===== src/common/gearbox_pkg.sv =====
// Shared types and constants for the output serializer gearbox.
// Assumes one clock domain; mode is driven by logic on that clock.
package gearbox_pkg;

  localparam int unsigned WORD_W = 8;
  localparam int unsigned CNT_W = 3;

  // Serialization modes
  typedef enum logic [1:0] {
    video_seven_mode = 2'b00,
    ddr_eight_to_one_mode = 2'b01,
    ddr_four_to_one_mode = 2'b10
  } gear_mode_t;

  // Last bit index of a word per mode (length minus one)
  localparam logic [CNT_W-1:0] VIDEO_LAST = 3'h6;
  localparam logic [CNT_W-1:0] EIGHT_LAST = 3'h7;
  localparam logic [CNT_W-1:0] FOUR_LAST = 3'h3;
  localparam logic [CNT_W-1:0] CNT_ZERO = 3'h0;

  // Only bits 6 to 0 are used in video mode
  localparam logic [WORD_W-1:0] VIDEO_MASK = 8'h7F;
  localparam logic [WORD_W-1:0] WORD_ZERO = 8'h00;

  // Level of the serial outputs while reset or idle
  localparam logic IDLE_LEVEL = 1'b0;

  typedef struct packed {
    logic [WORD_W-1:0] word;
    logic valid;
  } par_word_t;

  typedef struct packed {
    logic [WORD_W-1:0] hold;
    logic hold_full;
    logic [WORD_W-1:0] shift;
    logic [CNT_W-1:0] cnt;
    logic busy;
    gear_mode_t mode;
    logic out_a;
    logic out_b;
    logic first;
  } gear_state_t;

endpackage


===== src/hdl/output_serializer_gearbox.sv =====
// Output gearbox of one top-edge io_cell: parallel core words in, serial out.
// Assumes core data, handshake and mode all come from the sys_clk domain.
`timescale 1ns/1ps
module output_serializer_gearbox
  import gearbox_pkg::*;
(
  input wire logic sys_clk,
  input wire logic rst_n,
  input wire gearbox_pkg::gear_mode_t mode,
  input wire gearbox_pkg::par_word_t par_in,
  output logic word_ready,
  output logic serial_out,
  output logic serial_out_b,
  output logic word_first
);
  import gearbox_pkg::*;

  // Width of each half of the word in dual four-to-one mode
  localparam int unsigned HALF_W = WORD_W / 2;
  // Number of independent halves in dual four-to-one mode
  localparam int unsigned HALF_CNT = 2;
  // Step of the bit counter
  localparam logic [CNT_W-1:0] CNT_ONE = 3'h1;

  gear_state_t st;
  gear_state_t next_st;
  logic load;
  logic take;
  logic shifting;
  logic dual_mode;
  logic [CNT_W-1:0] last_idx;
  logic [WORD_W-1:0] in_word;
  logic [WORD_W-1:0] hold_single;
  logic [WORD_W-1:0] hold_dual;
  logic [WORD_W-1:0] shift_single;
  logic [WORD_W-1:0] shift_dual;

  // Shifter is free once idle or on its last bit, so words flow seamlessly
  assign load = st.hold_full && (!st.busy || st.cnt == CNT_ZERO);
  // Capture register accepts whenever it is empty or emptying this cycle
  assign word_ready = !st.hold_full || load;
  assign take = par_in.valid && word_ready;
  // Shifter still has bits of the current word to put out
  assign shifting = st.busy && st.cnt != CNT_ZERO;
  // The mode captured with the word decides the split, not the mode pin,
  // but the next capture replaces it, so a word still shifting can be torn
  assign dual_mode = st.mode == ddr_four_to_one_mode;

  assign serial_out = st.out_a;
  assign serial_out_b = st.out_b;
  assign word_first = st.first;

  // Whole word moves one place towards bit 0; the top fills with zero
  assign hold_single = {1'h0, st.hold[WORD_W-1:1]};
  assign shift_single = {1'h0, st.shift[WORD_W-1:1]};

  // Each half moves on its own, so a bit of the upper half never
  // crosses into the lower gearbox in dual mode
  genvar h;
  generate
    for (h = 0; h < HALF_CNT; h++)
    begin : g_half
      assign hold_dual[h*HALF_W +: HALF_W] =
        {1'h0, st.hold[h*HALF_W+1 +: HALF_W-1]};
      assign shift_dual[h*HALF_W +: HALF_W] =
        {1'h0, st.shift[h*HALF_W+1 +: HALF_W-1]};
    end
  endgenerate

  // Limitation: one clock serves both the core side and the fast side,
  // so one bit per serial output leaves per clock; a true double-rate edge is not modelled.
  always_comb
  begin
    next_st = st;
    last_idx = EIGHT_LAST;
    in_word = par_in.word;
    // Mode is sampled with each captured word; the next capture can change the split of one still shifting
    case (mode)
      video_seven_mode:
      begin
        // The unused top bit is dropped at capture, never sent
        in_word = par_in.word & VIDEO_MASK;
      end
      ddr_eight_to_one_mode:
      begin
        in_word = par_in.word;
      end
      ddr_four_to_one_mode:
      begin
        in_word = par_in.word;
      end
      default:
      begin
        in_word = par_in.word;
      end
    endcase
    // Word length comes from the mode captured with the word;
    // the reserved code runs as eight-to-one
    case (st.mode)
      video_seven_mode:
      begin
        last_idx = VIDEO_LAST;
      end
      ddr_eight_to_one_mode:
      begin
        last_idx = EIGHT_LAST;
      end
      ddr_four_to_one_mode:
      begin
        last_idx = FOUR_LAST;
      end
      default:
      begin
        last_idx = EIGHT_LAST;
      end
    endcase
    if (load)
    begin
      // Stage two: capture register hands over to the shifter
      next_st.hold_full = 1'h0;
      next_st.busy = 1'h1;
      next_st.cnt = last_idx;
      next_st.first = 1'h1;
      next_st.out_a = st.hold[0];
      if (dual_mode)
      begin
        // Two independent halves, each LSB first
        next_st.out_b = st.hold[HALF_W];
        next_st.shift = hold_dual;
      end
      else
      begin
        next_st.out_b = IDLE_LEVEL;
        next_st.shift = hold_single;
      end
    end
    else if (shifting)
    begin
      // Stage three: one bit per clock onto the serial output
      next_st.out_a = st.shift[0];
      next_st.first = 1'h0;
      next_st.cnt = st.cnt - CNT_ONE;
      if (dual_mode)
      begin
        next_st.out_b = st.shift[HALF_W];
        next_st.shift = shift_dual;
      end
      else
      begin
        next_st.out_b = IDLE_LEVEL;
        next_st.shift = shift_single;
      end
    end
    else
    begin
      // Starved: park the line rather than repeat stale bits
      next_st.busy = 1'h0;
      next_st.first = 1'h0;
      next_st.cnt = CNT_ZERO;
      next_st.shift = WORD_ZERO;
      next_st.out_a = IDLE_LEVEL;
      next_st.out_b = IDLE_LEVEL;
    end
    if (take)
    begin
      // Stage one: capture the core word
      next_st.hold = in_word;
      next_st.hold_full = 1'h1;
      next_st.mode = mode;
    end
    else
    begin
      // A refused or absent word leaves the capture register as it was;
      // its contents stay until the shifter takes them
      next_st.hold = st.hold;
      next_st.mode = st.mode;
    end
  end

  // Reset clears every stage so no half word survives into the next run
  always_ff @(posedge sys_clk or negedge rst_n)
  begin
    if (!rst_n)
    begin
      st.hold <= WORD_ZERO;
      st.hold_full <= 1'h0;
      st.shift <= WORD_ZERO;
      st.cnt <= CNT_ZERO;
      st.busy <= 1'h0;
      st.mode <= ddr_eight_to_one_mode;
      st.out_a <= IDLE_LEVEL;
      st.out_b <= IDLE_LEVEL;
      st.first <= 1'h0;
    end
    else
    begin
      st <= next_st;
    end
  end

endmodule // output_serializer_gearbox


===== config.mk =====
export PLATFORM = sky130hd
export DESIGN_NAME = output_serializer_gearbox
export DESIGN_NICKNAME = d
export VERILOG_FILES = /design/src/common/gearbox_pkg.sv /design/src/hdl/output_serializer_gearbox.sv
export SDC_FILE = /design/constraint.sdc
export NUM_CORES = 1
export LEC_CHECK = 0
export ABC_CLOCK_PERIOD_IN_PS = 2400
export BUFFER_PORTS_ARGS = -buffer_cell sky130_fd_sc_hd__buf_2
export CAP_MARGIN = 20
export CORE_MARGIN = 3
export CORE_UTILIZATION = 34
export DETAILED_ROUTE_END_ITERATION = 8
export GPL_TIMING_DRIVEN = 0
export PLACE_DENSITY_LB_ADDON = 0.08
export RECOVER_POWER = 25
export SETUP_SLACK_MARGIN = 0.15
export SLEW_MARGIN = 40
export SYNTH_ARGS = -nofsm -noshare
export SYNTH_HDL_FRONTEND = slang
export SYNTH_SLANG_ARGS = --single-unit

===== constraint.sdc =====
create_clock -name sys_clk -period 2.4 [get_ports sys_clk]
set_input_delay 0.48 -clock sys_clk [delete_from_list [all_inputs] [get_ports sys_clk]]
set_output_delay 0.48 -clock sys_clk [all_outputs]
set_load 0.02 [all_outputs]

==> metrics <==
outcome completed; CP Class reg2out; CP max-delay cell dfrtp_1; DR WL/cell 12.3 um; Max Slew Vio Count 0; via-per-instance ratio 4.67; Yosys top cell area share 58.3%; Initial DRC Count 20; LEAKAGE 0.638 nW; CP Max Fanout 4; Final Instance Area 1170 um2; combinational share of power 41.2%; worst setup margin 0.467 ns; switching portion of total power 34.3%; Yosys warnings 0; P&R area growth vs syn 14.0%; setup repair bufs after CTS 0; P_int 0.000984 W; Multi-input gate area 372 um2; crit-path max cell delay 0.36 ns; Slew headroom 11.2%; Die Y-Extent 61.1 um; TritonCTS clock tree yes; main area contributors after synthesis dfrtp_1 (58%), mux2_4 (13%), nand2_1 (4.7%), nand3_1 (3.4%), dfstp_2 (2.5%); PD cells 1270 nW/um2; area of all sequential standard cells 627 um2; Die Span X 61.1 um; critical path required time 1.92 ns; total track usage 10.7%; gpl congestion 0.669; Worst-Margin Slew 1.33 ns; worst vdd ir 0.000552 V; hold path startpoint par_in[2]; most frequent cells in the layout dfrtp_1 (24), buf_2 (17), nand2_1 (13), mux2_4 (9), nand3_1 (7); fmax 0.517 GHz; Reg clk slew, reported paths 0.13 ns; unique cell type count in the Yosys netlist 19; CP most frequent cell ha_1; DRC viols 0; vias in the first global route 644; fin crit period 1.93 ns; Setup Skew 0.00545 ns; number of diodes 0; largest net degree at the start of global routing 26; routed wire length 1640 um; sequential power share 46.6%; Synth Instances 82; Synth Cell Area 1030 um2; Worst Setup Slack post-DPL 0.805 ns; Crit path buffers/inverters 2; clock share of power 12.2%; CP Cell Sequence inv_1, ha_1, ha_1, nand3b_4, buf_2; Avg Inst Size Synth 12.6 um2; Yosys reg bits 25; share of layout cells above drive strength 1 31.4%; fill count 280; Die ar. 3730 um2; hold_buf cts 0; Final Hold Fails 0; RSZ-0062 raised after global routing false; post_cts resized 0; Ports 17; Setup crit end kind primary output; type of the worst min-delay path in2reg; cell taking the most area after synthesis dfrtp_1; CTS H-tree lvls 1; Fin Setup TNS 0 ns; initial antenna violation count 0; P_sw 0.000513 W; clock buffer depth 2; r2r startpoint st[6]$_DFF_PN0_; Placed Area 1150 um2; clk_lat worst skew 0.31 ns; post-synthesis sequential area ratio 60.8%; commonest non-fill, non-tap cell in the layout dfrtp_1; GR Overflow Total 0; Synth Net Count 97; hold_ws 0.388 ns; Worst Path Arrival 1.45 ns; num rows 19; Setup crit start kind flop; Root Driver clkbuf_4; Core ar. 2830 um2; Largest delay share family, worst path adder cells; antenna-violating nets left 0; starting density of the core 36.4%; setup violators final 0; final worst path period share 80.5%; # Max-Cap Violations 0; TritonCTS Buffers 3; Final nets 118; port bufs 16; clk sink count 25; first-pass GRT wire length 2900 um; DR vias 621; CP Launch Point st[6]$_DFF_PN0_; First-pass DRT Iterations 3
==> final cells by class <==
class	instances	share of cell area, %
Buffer	2	0.852
Clock buffer	4	2.24
Inverter	6	1.92
Multi-Input combinational cell	49	31.6
Sequential cell	25	53.4
Tap cell	31	3.30
Timing Repair Buffer	16	6.71
==> registers in the layout, indices dropped and copies added (netlist names) <==
| signal | count |
|---|---|
| hold_dual | 6 |
| hold_single | 1 |
| serial_out | 1 |
| serial_out_b | 1 |
| shift_dual | 5 |
| shift_single | 1 |
| st | 9 |
| word_first | 1 |
==> synth_stat cells (all sizes together) <==
| master | n |
|---|---|
| nand2 | 14 |
| o211ai | 1 |
| nand2b | 4 |
| dfstp | 1 |
| a21oi | 1 |
| dfrtp | 24 |
| mux2i | 1 |
| nand3b | 1 |
| nor2 | 2 |
| a31oi | 1 |
| nand3 | 7 |
| ha | 2 |
| o21ai | 4 |
| nor2b | 1 |
| buf | 2 |
| mux2 | 9 |
| inv | 6 |
| and3b | 1 |
==> power groups by stage <==
stage               sequential (W)  clock [W]  combinational [W]
global route              0.000719   0.000216           0.000696
CTS                       0.000700   0.000197           0.000633
global placement          0.000704          0           0.000621
finish                    0.000698   0.000182           0.000617
detailed placement        0.000710          0           0.000631
floorplan                 0.000708          0           0.000475
==> routing by layer <==
metal | GRT usage [%] | up-vias | part of all wire (%)
li1 | - | 311 | -
met1 | 13.6 | 296 | 50
met2 | 16.8 | 12 | 44
met3 | 3.77 | 2 | 4.2
met4 | 3.72 | 0 | 1.1
met5 | 0 | - | 0
==> logic make-up after synthesis <==
family | Yosys count | share of synthesized area (%)
buf+inv | 8 | 3.16
mux | 10 | 14.1
flops | 25 | 60.8
compound gates | 7 | 3.76
fa+ha+maj | 2 | 2.43
simple gates | 30 | 15.8
==> worst reg2reg max path, delay by kind of cell, from the launching register on <==
family	cells	cell delay [ns]
adders and majority gates	2	0.39
and+or+nand+nor	2	0.38
DFF	1	0.36
muxes	1	0.32
buffers and inverters	1	0.04
==> path summary, 6_finish.rpt <==
check                                                end  slack, ns  cells after the start
worst min-delay path            hold_dual[0]$_DFFE_PN0P_       0.39                      2
worst max-delay path                          word_ready       0.47                      5
worst min register to register   shift_dual[4]$_DFF_PN0_       0.45                      2
max in group asynchronous       hold_dual[6]$_DFFE_PN0P_       1.18                      1
worst max register to register         st[4]$_DFFE_PN0P_       0.80                      6
min in group asynchronous         serial_out_b$_DFF_PN0_       0.44                      1
==> metrics by stage <==
stage / power [W] / utilization [%] / std cells
finish: 0.00150 / 41.5 / 133
global route: 0.00163 / 41.5 / 133
CTS: 0.00153 / 41.6 / 133
detailed placement: 0.00134 / 40.6 / 129
global placement: 0.00133 / 40.6 / 129
floorplan: 0.00118 / - / 82
Power figures use the tool's default switching activity.
